===== config.mk =====
export PLATFORM = sky130hd
export DESIGN_NAME = sfra_top
export DESIGN_NICKNAME = d
export VERILOG_FILES = /design/src/verilog/sfra_top.v /design/src/verilog/sfra_fp_regs.v /design/src/verilog/sfra_gate.v
export VERILOG_INCLUDE_DIRS = /design/src /design/src/verilog
export SDC_FILE = /design/constraint.sdc
export NUM_CORES = 1
export LEC_CHECK = 0
export BUFFER_PORTS_ARGS = -buffer_cell sky130_fd_sc_hd__buf_4
export CAP_MARGIN = 20
export CORE_UTILIZATION = 35
export CTS_BUF_LIST = sky130_fd_sc_hd__clkbuf_16
export DETAILED_ROUTE_END_ITERATION = 10
export RECOVER_POWER = 25
export SLEW_MARGIN = 20
export SYNTH_ARGS = -nofsm -noshare
export SYNTH_HDL_FRONTEND = slang
export SYNTH_SLANG_ARGS = --single-unit

===== constraint.sdc =====
create_clock -name aclk -period 9.4 [get_ports aclk]
set_input_delay 0.94 -clock aclk [delete_from_list [all_inputs] [get_ports aclk]]
set_output_delay 0.94 -clock aclk [all_outputs]
set_load 0.01 [all_outputs]

===== src/verilog/sfra_defs.vh =====
// Constants for the packed-integer / floating-point register alias block.
// Assumes a 32-bit AXI4-Lite register bus with byte addresses.
`ifndef SFRA_DEFS_VH
`define SFRA_DEFS_VH

// Register byte offsets
`define SFRA_OFF_CTRL      8'h00
`define SFRA_OFF_FSW       8'h04
`define SFRA_OFF_FTW       8'h08
`define SFRA_OFF_FCW       8'h0C
`define SFRA_OFF_IRQ_STAT  8'h10
`define SFRA_OFF_IRQ_MASK  8'h14

// Control register bits
`define SFRA_CTRL_EMU      0
`define SFRA_CTRL_TSW      1
`define SFRA_CTRL_MON      2

// Status word top-of-stack field
`define SFRA_TOPSTK_LSB    11
`define SFRA_TOPSTK_MSB    13
`define SFRA_TOPSTK_CLEAR  3'h0

// Tag encodings
`define SFRA_TAG_VALID     2'h0
`define SFRA_TAG_EMPTY     2'h3

// Upper exponent bits forced on a packed write
`define SFRA_UPPER_ONES    16'hFFFF

// Instruction kinds from the execution logic
`define SFRA_OP_READ       2'h0
`define SFRA_OP_WRITE      2'h1
`define SFRA_OP_CLEAR      2'h2

// Interrupt status bits
`define SFRA_IRQ_INV       0
`define SFRA_IRQ_NAV       1
`define SFRA_IRQ_EXEC      2
`define SFRA_IRQ_CLR       3

// Reset values
`define SFRA_CTRL_RESET    3'h4
`define SFRA_FSW_RESET     16'h0000
`define SFRA_FTW_RESET     16'hFFFF
`define SFRA_FCW_RESET     16'h0000
`define SFRA_IRQ_RESET     4'h0

// AXI responses
`define SFRA_RESP_OKAY     2'h0
`define SFRA_RESP_SLVERR   2'h2

`endif


===== src/verilog/sfra_top.v =====
// Packed-integer register file aliased onto the floating-point data registers,
// with the tag word, status word and control flags behind an AXI4-Lite slave.
// Assumes execution logic and the floating-point unit share aclk.
//
// Summary of operation
// RULE_01 - Emulation set gives invalid-opcode, else task-switched gives not-available, else run.
// RULE_02 - A set emulation flag never emulates packed instructions, it always faults.
// RULE_03 - Software should keep the monitor-coprocessor flag set.
// RULE_04 - Eight 64-bit packed registers are the low 64 bits of the eight data registers.
// RULE_05 - Packed register n is physical data register n, regardless of top of stack.
// RULE_06 - Writes on either view are seen in the low 64 bits of the other.
// RULE_07 - A packed register write sets bits 64 to 79 of that data register to ones.
// RULE_08 - Every packed instruction except state clear marks all tags valid.
// RULE_09 - The state-clear instruction marks all tags empty.
// RULE_10 - Every packed instruction loads zero into the top-of-stack field.
// RULE_11 - Other status bits and the control word are left unchanged.
// RULE_12 - Reads and state clear leave all 80 bits of every data register unchanged.
// RULE_13 - Side effects land on the same edge at which the instruction commits.
//
// Added by the designer: the register offsets and the AXI4-Lite slave port.
`timescale 1ns/1ps
`include "sfra_defs.vh"
module sfra_top #(
   parameter AW = 8
) (
   input  wire          aclk,        // core clock
   input  wire          aresetn,     // sync reset, active low
   input  wire [AW-1:0] awaddr,      // AXI write address
   input  wire          awvalid,     // AXI write address valid
   output wire          awready,     // AXI write address ready
   input  wire [31:0]   wdata,       // AXI write data
   input  wire [3:0]    wstrb,       // AXI byte enables
   input  wire          wvalid,      // AXI write data valid
   output wire          wready,      // AXI write data ready
   output reg  [1:0]    bresp,       // AXI write response
   output reg           bvalid,      // AXI write response valid
   input  wire          bready,      // AXI write response ready
   input  wire [AW-1:0] araddr,      // AXI read address
   input  wire          arvalid,     // AXI read address valid
   output wire          arready,     // AXI read address ready
   output reg  [31:0]   rdata,       // AXI read data
   output reg  [1:0]    rresp,       // AXI read response
   output reg           rvalid,      // AXI read data valid
   input  wire          rready,      // AXI read data ready
   input  wire          ex_valid,    // packed instruction presented
   output wire          ex_ready,    // always accepting
   input  wire [1:0]    ex_op,       // read, write or state clear
   input  wire [2:0]    ex_idx,      // packed register number
   input  wire [63:0]   ex_wdata,    // packed write data
   output reg           ex_done,     // one-cycle completion pulse
   output wire [63:0]   ex_rdata,    // packed read data
   output reg           ex_inv,      // invalid-opcode fault, with done
   output reg           ex_nav,      // not-available fault, with done
   input  wire          fp_we,       // floating-point register write
   input  wire [2:0]    fp_widx,     // physical register index
   input  wire [79:0]   fp_wdata,    // 80-bit value
   input  wire [2:0]    fp_ridx,     // floating-point read index
   output wire [79:0]   fp_rdata,    // floating-point read data
   output wire [15:0]   fp_tag_word, // tag word to the FPU
   output wire [15:0]   fp_stat_word,// status word to the FPU
   output wire [15:0]   fp_ctl_word, // control word to the FPU
   output wire          irq          // level interrupt
);

   reg  [2:0]  ctrl;
   reg  [15:0] fsw;
   reg  [15:0] ftw;
   reg  [15:0] fcw;
   reg  [3:0]  irq_stat;
   reg  [3:0]  irq_mask;
   reg  [15:0] next_fsw;
   reg  [15:0] next_ftw;
   reg  [15:0] next_fcw;
   reg  [2:0]  next_ctrl;
   reg  [3:0]  next_irq_mask;
   reg  [3:0]  next_irq_stat;
   reg         aw_held;
   reg         w_held;
   reg  [AW-1:0] aw_addr_q;
   reg  [31:0] w_data_q;
   reg  [3:0]  w_strb_q;
   wire        go;
   wire        inv;
   wire        nav;
   wire        pk_write;
   wire        pk_clear;
   wire        mem_we;
   wire [2:0]  mem_widx;
   wire [79:0] mem_wdata;
   wire [79:0] ra_data;
   wire        do_write;
   wire [3:0]  evt;
   reg  [31:0] wr_merged;
   reg  [31:0] old_val;
   reg         wr_hit;
   reg  [31:0] rd_val;
   reg         rd_hit;

   sfra_gate u_gate (
      .valid (ex_valid),
      .op    (ex_op),
      .emu   (ctrl[`SFRA_CTRL_EMU]),
      .tsw   (ctrl[`SFRA_CTRL_TSW]),
      .go    (go),
      .inv   (inv),
      .nav   (nav)
   );

   assign ex_ready = 1'b1;
   assign pk_write = go && (ex_op == `SFRA_OP_WRITE);
   assign pk_clear = go && (ex_op == `SFRA_OP_CLEAR);

   // RULE_06 both views share one store
   // RULE_12 of packed instructions only writes touch data
   // Packed write wins; a same-cycle FPU write is dropped
   assign mem_we    = pk_write | fp_we;
   assign mem_widx  = pk_write ? ex_idx : fp_widx;
   // RULE_07 upper bits forced
   assign mem_wdata = pk_write ? {`SFRA_UPPER_ONES, ex_wdata} : fp_wdata;

   // RULE_04 shared storage, no copy
   // RULE_05 fixed physical index
   sfra_fp_regs #(
      .NREG (8),
      .IW   (3),
      .W    (80)
   ) u_regs (
      .aclk    (aclk),
      .aresetn (aresetn),
      .we      (mem_we),
      .widx    (mem_widx),
      .wdata   (mem_wdata),
      .ra_idx  (ex_idx),
      .ra_data (ra_data),
      .rb_idx  (fp_ridx),
      .rb_data (fp_rdata)
   );

   // Valid with ex_done after a read; registered inside the store
   assign ex_rdata = ra_data[63:0];

   // Completion and fault pulses one edge after the request
   always @(posedge aclk) begin
      if (!aresetn) begin
         ex_done <= 1'b0;
         ex_inv  <= 1'b0;
         ex_nav  <= 1'b0;
      end else begin
         ex_done <= go | inv | nav;
         ex_inv  <= inv;
         ex_nav  <= nav;
      end
   end

   // Write channel: address and data taken in either order
   assign awready  = !aw_held;
   assign wready   = !w_held;
   assign do_write = aw_held && w_held && !bvalid;

   always @(posedge aclk) begin
      if (!aresetn) begin
         aw_held   <= 1'b0;
         w_held    <= 1'b0;
         aw_addr_q <= {AW{1'b0}};
         w_data_q  <= 32'h0000_0000;
         w_strb_q  <= 4'h0;
         bvalid    <= 1'b0;
         bresp     <= `SFRA_RESP_OKAY;
      end else begin
         if (awvalid && !aw_held) begin
            aw_held   <= 1'b1;
            aw_addr_q <= awaddr;
         end
         if (wvalid && !w_held) begin
            w_held   <= 1'b1;
            w_data_q <= wdata;
            w_strb_q <= wstrb;
         end
         if (do_write) begin
            aw_held <= 1'b0;
            w_held  <= 1'b0;
            bvalid  <= 1'b1;
            bresp   <= wr_hit ? `SFRA_RESP_OKAY : `SFRA_RESP_SLVERR;
         end else if (bvalid && bready) begin
            bvalid <= 1'b0;
         end
      end
   end

   // Old value of the addressed register, for byte-lane merging
   always @* begin
      old_val = 32'h0000_0000;
      wr_hit  = 1'b1;
      case (aw_addr_q)
         `SFRA_OFF_CTRL:     old_val = {29'h0000_0000, ctrl};
         `SFRA_OFF_FSW:      old_val = {16'h0000, fsw};
         `SFRA_OFF_FTW:      old_val = {16'h0000, ftw};
         `SFRA_OFF_FCW:      old_val = {16'h0000, fcw};
         `SFRA_OFF_IRQ_STAT: old_val = 32'h0000_0000;
         `SFRA_OFF_IRQ_MASK: old_val = {28'h000_0000, irq_mask};
         default:            wr_hit  = 1'b0;
      endcase
      wr_merged = {w_strb_q[3] ? w_data_q[31:24] : old_val[31:24],
                   w_strb_q[2] ? w_data_q[23:16] : old_val[23:16],
                   w_strb_q[1] ? w_data_q[15:8]  : old_val[15:8],
                   w_strb_q[0] ? w_data_q[7:0]   : old_val[7:0]};
   end

   // Events raised by the instruction path
   assign evt = {pk_clear, go, nav, inv};

   // Next register values: software first, then hardware side effects
   always @* begin
      next_ctrl     = ctrl;
      next_fsw      = fsw;
      next_ftw      = ftw;
      next_fcw      = fcw;
      next_irq_mask = irq_mask;
      next_irq_stat = irq_stat;
      if (do_write && wr_hit) begin
         case (aw_addr_q)
            `SFRA_OFF_CTRL:     next_ctrl     = wr_merged[2:0];
            `SFRA_OFF_FSW:      next_fsw      = wr_merged[15:0];
            `SFRA_OFF_FTW:      next_ftw      = wr_merged[15:0];
            `SFRA_OFF_FCW:      next_fcw      = wr_merged[15:0];
            `SFRA_OFF_IRQ_STAT: next_irq_stat = irq_stat & ~wr_merged[3:0];
            `SFRA_OFF_IRQ_MASK: next_irq_mask = wr_merged[3:0];
            default:            next_ctrl     = ctrl;
         endcase
      end
      // A new event beats a clear in the same cycle
      next_irq_stat = next_irq_stat | evt;
      // RULE_13 same edge as commit
      if (go) begin
         // RULE_10 top of stack zeroed
         // RULE_11 other status bits kept
         next_fsw[`SFRA_TOPSTK_MSB:`SFRA_TOPSTK_LSB] = `SFRA_TOPSTK_CLEAR;
         if (pk_clear) begin
            // RULE_09 all tags empty
            next_ftw = {8{`SFRA_TAG_EMPTY}};
         end else begin
            // RULE_08 all tags valid
            next_ftw = {8{`SFRA_TAG_VALID}};
         end
      end
   end

   // State registers; control word only moves by software
   always @(posedge aclk) begin
      if (!aresetn) begin
         ctrl     <= `SFRA_CTRL_RESET;
         fsw      <= `SFRA_FSW_RESET;
         ftw      <= `SFRA_FTW_RESET;
         fcw      <= `SFRA_FCW_RESET;
         irq_stat <= `SFRA_IRQ_RESET;
         irq_mask <= `SFRA_IRQ_RESET;
      end else begin
         ctrl     <= next_ctrl;
         fsw      <= next_fsw;
         ftw      <= next_ftw;
         fcw      <= next_fcw;
         irq_stat <= next_irq_stat;
         irq_mask <= next_irq_mask;
      end
   end

   assign fp_tag_word  = ftw;
   assign fp_stat_word = fsw;
   assign fp_ctl_word  = fcw;
   assign irq          = |(irq_stat & irq_mask);

   // Read channel: one outstanding read, answer one cycle after address
   assign arready = !rvalid;

   always @* begin
      rd_val = 32'h0000_0000;
      rd_hit = 1'b1;
      case (araddr)
         `SFRA_OFF_CTRL:     rd_val = {29'h0000_0000, ctrl};
         `SFRA_OFF_FSW:      rd_val = {16'h0000, fsw};
         `SFRA_OFF_FTW:      rd_val = {16'h0000, ftw};
         `SFRA_OFF_FCW:      rd_val = {16'h0000, fcw};
         `SFRA_OFF_IRQ_STAT: rd_val = {28'h000_0000, irq_stat};
         `SFRA_OFF_IRQ_MASK: rd_val = {28'h000_0000, irq_mask};
         default:            rd_hit = 1'b0;
      endcase
   end

   always @(posedge aclk) begin
      if (!aresetn) begin
         rvalid <= 1'b0;
         rdata  <= 32'h0000_0000;
         rresp  <= `SFRA_RESP_OKAY;
      end else if (arvalid && !rvalid) begin
         rvalid <= 1'b1;
         rdata  <= rd_val;
         rresp  <= rd_hit ? `SFRA_RESP_OKAY : `SFRA_RESP_SLVERR;
      end else if (rvalid && rready) begin
         rvalid <= 1'b0;
      end
   end

endmodule // sfra_top


===== src/verilog/sfra_fp_regs.v =====
// Eight 80-bit floating-point data registers, one write port, two read ports.
// Assumes the caller arbitrates the single write port; reads are registered.
`timescale 1ns/1ps
module sfra_fp_regs #(
   parameter NREG = 8,
   parameter IW   = 3,
   parameter W    = 80
) (
   input  wire          aclk,     // core clock
   input  wire          aresetn,  // sync reset, active low
   input  wire          we,       // write enable
   input  wire [IW-1:0] widx,     // write index
   input  wire [W-1:0]  wdata,    // write data
   input  wire [IW-1:0] ra_idx,   // read port A index
   output reg  [W-1:0]  ra_data,  // read port A data
   input  wire [IW-1:0] rb_idx,   // read port B index
   output reg  [W-1:0]  rb_data   // read port B data
);

   reg [W-1:0] mem [0:NREG-1];

   // Storage; no reset, datapath only
   always @(posedge aclk) begin
      if (we) begin
         mem[widx] <= wdata;
      end
   end

   // Registered reads return the value before a same-edge write
   always @(posedge aclk) begin
      if (!aresetn) begin
         ra_data <= {W{1'b0}};
         rb_data <= {W{1'b0}};
      end else begin
         ra_data <= mem[ra_idx];
         rb_data <= mem[rb_idx];
      end
   end

endmodule // sfra_fp_regs


===== src/verilog/sfra_gate.v =====
// Decides whether a packed-integer instruction runs or faults.
// Assumes flags and request come from logic on the same clock.
`timescale 1ns/1ps
`include "sfra_defs.vh"
module sfra_gate (
   input  wire       valid,  // instruction presented
   input  wire [1:0] op,     // instruction kind
   input  wire       emu,    // emulation flag
   input  wire       tsw,    // task-switched flag
   output reg        go,     // instruction executes
   output reg        inv,    // invalid-opcode fault
   output reg        nav     // device-not-available fault
);

   // Emulation flag beats task-switched; no emulation trap exists
   always @* begin
      go  = 1'b0;
      inv = 1'b0;
      nav = 1'b0;
      if (valid) begin
         // RULE_01 flag check
         // RULE_02 no emulation path
         if (emu || op == 2'h3) begin
            inv = 1'b1;
         end else if (tsw) begin
            nav = 1'b1;
         end else begin
            go = 1'b1;
         end
      end
   end

endmodule // sfra_gate


Word level (Yosys, flattened, before mapping)
Memories as Yosys holds them, arrays and structs flattened. A register that Yosys moved wholly into a read port is not among the register bits.
Cells that the tools add are included.

storage, ports and cells
  memory bits (writable) = 640
  memories = 1
  output and inout port bits = 238
  latch bits = 0
  memory bits (read-only) = 0
  bits in registers = 128
  logic and storage cells = 105

operators by class
  reduce and logical (&&, ||, !) cells = 33
  shift-type cells = 0
  bitwise operators = 8
  magnitude comparators = 0
  muxes and demuxes = 30
  equality and inequality tests = 13
  multipliers = 0
  div/mod/pow operators = 0
  add/sub/neg operators = 0

memories
  name        depth  bits a word  read ports  clocked after Yosys merged registers in  write ports  RTL line           source
  u_regs.mem  8      80           2           2                                        1            sfra_fp_regs.v:20  reg [W-1:0] mem [0:NREG-1];

operator list
  kind                count
  $pmux 16 s6         1
  $mux 80             1
  $pmux 16 s5         1
  $mux 16             4
  $eq 8x4->1 const B  4
  $eq 8x5->1 const B  4
  $eq 8x3->1 const B  2
  $logic_not 8->1     2
  $mux 1              16
  $mux 8              2
  $reduce_or 6->1     2
  $logic_and 1x1->1   10
  $reduce_and 2->1    5
  $and 4x4->4         2
  $mux 4              2
  $reduce_bool 2->1   4
  $logic_not 1->1     6
  $eq 2x2->1 const B  2
  $mux 2              2
  $not 4->4           1
  $or 4x4->4          1
  $reduce_or 2->1     2
  $reduce_or 4->1     1
  $mux 3              1
  4 further kinds     6

Depth between registers and ports, before layout
  depth after elaboration = 8
  gate-level depth with buffers = 8
  gate-level depth less buffers = 5

Cells and area by module
A second synthesis with hierarchy kept.

second synthesis, totals
  cells, all modules = 2601
  area, all modules = 40719.1 um^2

modules (own cells, without submodules)
  module        instances  area each (um^2)  cells each
  sfra_fp_regs  1          34559.4           1919
  sfra_top      1          6129.6            678
  sfra_gate     1          30.0              4

Worst setup path after synthesis
No wires, ideal clock.

  path kind = input-to-reg
  start = input ex_idx[1]
  end = memory u_regs.mem[2][0] (enable)
  stages on the path = 6
  path buffers = 3
  slack = 3.566 ns
  data arrival time = 5.315 ns
  cells stage by stage = clkbuf_1 -> clkbuf_1 -> buf_1 -> nor2b_1 -> mux2i_1 -> nor2_1

between the ends
  cells in the longest elaborated chain, start to end = 1

ends and longest elaborated chain
  what             RTL line           source
  start, declared  sfra_top.v:48      input wire [2:0] ex_idx,
  $mux 3           sfra_top.v:117     assign mem_widx = pk_write ? ex_idx : fp_widx;
  end, declared    sfra_fp_regs.v:20

Every way passes these cells.

==> impl_metrics.tcl <==
set metrics [dict create \
    crit_path_end "fp_tag_word[3]" \
    r2r_cells 6 \
    clk_latency_ns 0.67 \
    finalCritPeriodShare_pct 69.8 \
    ys_types 69 \
    cts_tree "yes" \
    pin_count 454 \
    status "finished with violations" \
    grt_antenna_before_repair 1 \
    most-common-layout-cells "edfxtp_1, mux4_2, dfxtp_1" \
    syn_avg_cell_area_um2 17.5 \
    ctsResizeCount 0 \
    cp-startpoint "aresetn" \
    yosys_warnings 0 \
    dr.pass1.iters 8 \
    track_usage_pct 18.4 \
    port-buffer-count 416 \
    max_freq_ghz 0.153 \
    place_ws_ns 4.39 \
    p_leak_nw 15.2 \
    htreeDepth 3 \
    r2r_end "u_regs.mem[1][48]" \
    finalMaxSlewViolations 378 \
    final_common_cell "edfxtp_1" \
    seq_area_frac_synth_pct 64.6 \
    grt_max_degree 99 \
    drive_gt1_share_pct 26.5 \
    startpoint_type "primary input" \
    finalHoldViolCount 0 \
    dpl.hpwl_um 60600 \
    cp-end-kind "flip-flop" \
    peakVddDrop_v 0.000117 \
    hold_path.class "reg -> reg" \
    maxSlewHeadroom_pct -189 \
    hold_slack_ns 0.468 \
    regToRegSetupSlack_ns 3.56 \
    vias 21600 \
    cts_setup_buffers 0 \
    coreArea_um2 106000 \
    fin_crit_ns 6.56 \
    num_rows 119 \
    postRouteAntennaNets 0 \
    fin_setup_tns_ns 0 \
    start_util_pct 35.5 \
    cap_violations 8 \
    grt_pass1_wl_um 147000 \
    cp_max_fo 42 \
    rsz0062_at_grt "no" \
    first_global_vias 23100 \
    synth-seq-cells 894 \
    clock-sinks 894 \
    ys_async_sr_fraction_pct 0 \
    cts_inserted_buffers 96 \
    place_congestion 0.867 \
    violations "max-capacitance violations, max-slew violations" \
    wire_per_inst_um 25.1 \
    synth_edf_count 640 \
    timing_worst_setup_path_type "in -> reg" \
    arrival_ns 7.08 \
    ctsLongestPathBuffers 3 \
    root_buffer "clkbuf_16" \
    hold_buffers 0 \
    powerDensity_nw_per_um2 202 \
    die_h_um 330 \
    cp.required_ns 9.92 \
    setup_viol 0 \
    synthFlopType "edfxtp_1" \
    drtIter0Drc 1508 \
    worst_slew_pin_slew_ns 4.33 \
    die_area_um2 109000 \
    areaGrowthSynthToFinish_pct 17.9 \
    skew_ns 0.0174 \
    finalWorstSetupSlack_ns 2.84 \
    grt_overflow_total 0 \
    synth_cells 2153 \
    fin_nets 2765 \
    die_w_um 330 \
    drt-total-wl_um 101000 \
    vias_per_cell 5.36 \
    clkSlewWorstSetupHoldPaths_ns 0.06 \
    timing.rr.start "ctrl[0]" \
    syn_area_um2 37600 \
    drc 0 \
]
## flip-flops by register name, indices dropped and copies added, names as in the netlist, 16 cells and up
register / flops
fp_ctl_word: 16
fp_stat_word: 16
fp_tag_word: 16
rdata: 16
u_regs.mem: 640
u_regs.ra_data: 64
u_regs.rb_data: 80
w_data_q: 16
## kinds of logic after synthesis
group	count (synthesis)	synth area share (%)
simple gates	330	5.03
mux	531	24.0
other cells	2	0.0200
flops	894	64.6
compound gates	213	4.01
buf+inv	183	2.34
## critical path, cell delays in order
cell and delay [ns]:
clkbuf_1 1.58, clkinvlp_2 2.28, clkbuf_1 1.35, nor3_2 0.45
buf_4 0.32, a211oi_1 0.08
## report_power, final
part           switching [mW]  internal [mW]  total (mW)  leakage, nW
registers              0.0797           4.40        4.48         7.91
logic                   0.461          0.345       0.806         5.73
clock network            1.57           2.08        3.66         1.59
total                    2.12           6.83        8.94         15.2
## synth_stat cells (3+ instances only)
library cell	n	area, µm²
inv_1	8	30.0
edfxtp_1	640	19200
mux2i_1	175	1750
a211oi_1	7	52.6
o221ai_1	8	70.1
mux4_2	290	6530
buf_6	4	45.0
o21ai_1	30	150
a2bb2oi_1	5	43.8
buf_4	22	165
a22o_1	16	140
buf_1	30	113
o21ai_0	9	45.0
nand2_1	51	191
nor4_2	3	37.5
a21o_1	8	60.1
a22oi_1	3	22.5
clkbuf_1	66	248
a21boi_0	3	22.5
nor2_1	68	255
nor3_1	21	105
o22ai_1	6	37.5
o31ai_1	3	22.5
and2_1	4	25.0
and3_1	4	25.0
nor2b_1	117	732
a222oi_1	4	40.0
buf_2	50	250
o2bb2ai_1	12	105
nand3b_1	17	128
mux2_1	64	721
a211oi_2	10	125
a221oi_1	3	26.3
a21oi_1	68	340
dfxtp_1	254	5080
nand2b_1	22	138
## layer usage
metal	vias to the layer above	GRT usage, %	share of wire, %
met5	-	0	0
met2	735	32.0	51
li1	9380	-	-
met4	0	5.75	2.5
met3	145	2.88	5.3
met1	11300	23.4	41
## worst min-delay path by stage
| stage | to | cells past startpoint | startpoint | slack (ns) |
|---|---|---|---|---|
| floorplan | w_data_q[1] | 2 | w_data_q[1] | 0.43 |
| global placement | w_data_q[14] | 2 | w_data_q[14] | 0.45 |
| detailed placement | w_data_q[5] | 2 | w_data_q[5] | 0.46 |
| CTS | aw_held | 3 | awvalid | 0.44 |
| global route | aw_held | 3 | awvalid | 0.47 |
| finish | w_data_q[14] | 2 | w_data_q[14] | 0.47 |
## through the flow
stage / cell area (µm²) / power [mW] / cells / utilization [%]
after floorplan: 37700 / 5.05 / 2170 / -
after global placement: 42100 / 5.40 / 3841 / 39.8
after detailed placement: 42100 / 5.42 / 3842 / 39.8
after CTS: 45200 / 9.10 / 4023 / 42.7
after global routing: 44300 / 9.26 / 4023 / 41.9
final: 44300 / 8.94 / 4025 / 41.9
## layout make-up
class | instances | area, µm²
timing repair buffer | 454 | 2640
antenna | 2 | 5.00
fill | 9643 | 61500
clock buffer | 99 | 2480
multi-input combinational | 1093 | 12500
sequential | 894 | 24300
clock inverter | 82 | 593
inverter | 10 | 38.8
tap | 1391 | 1740
(Power assumes the default switching activity.)
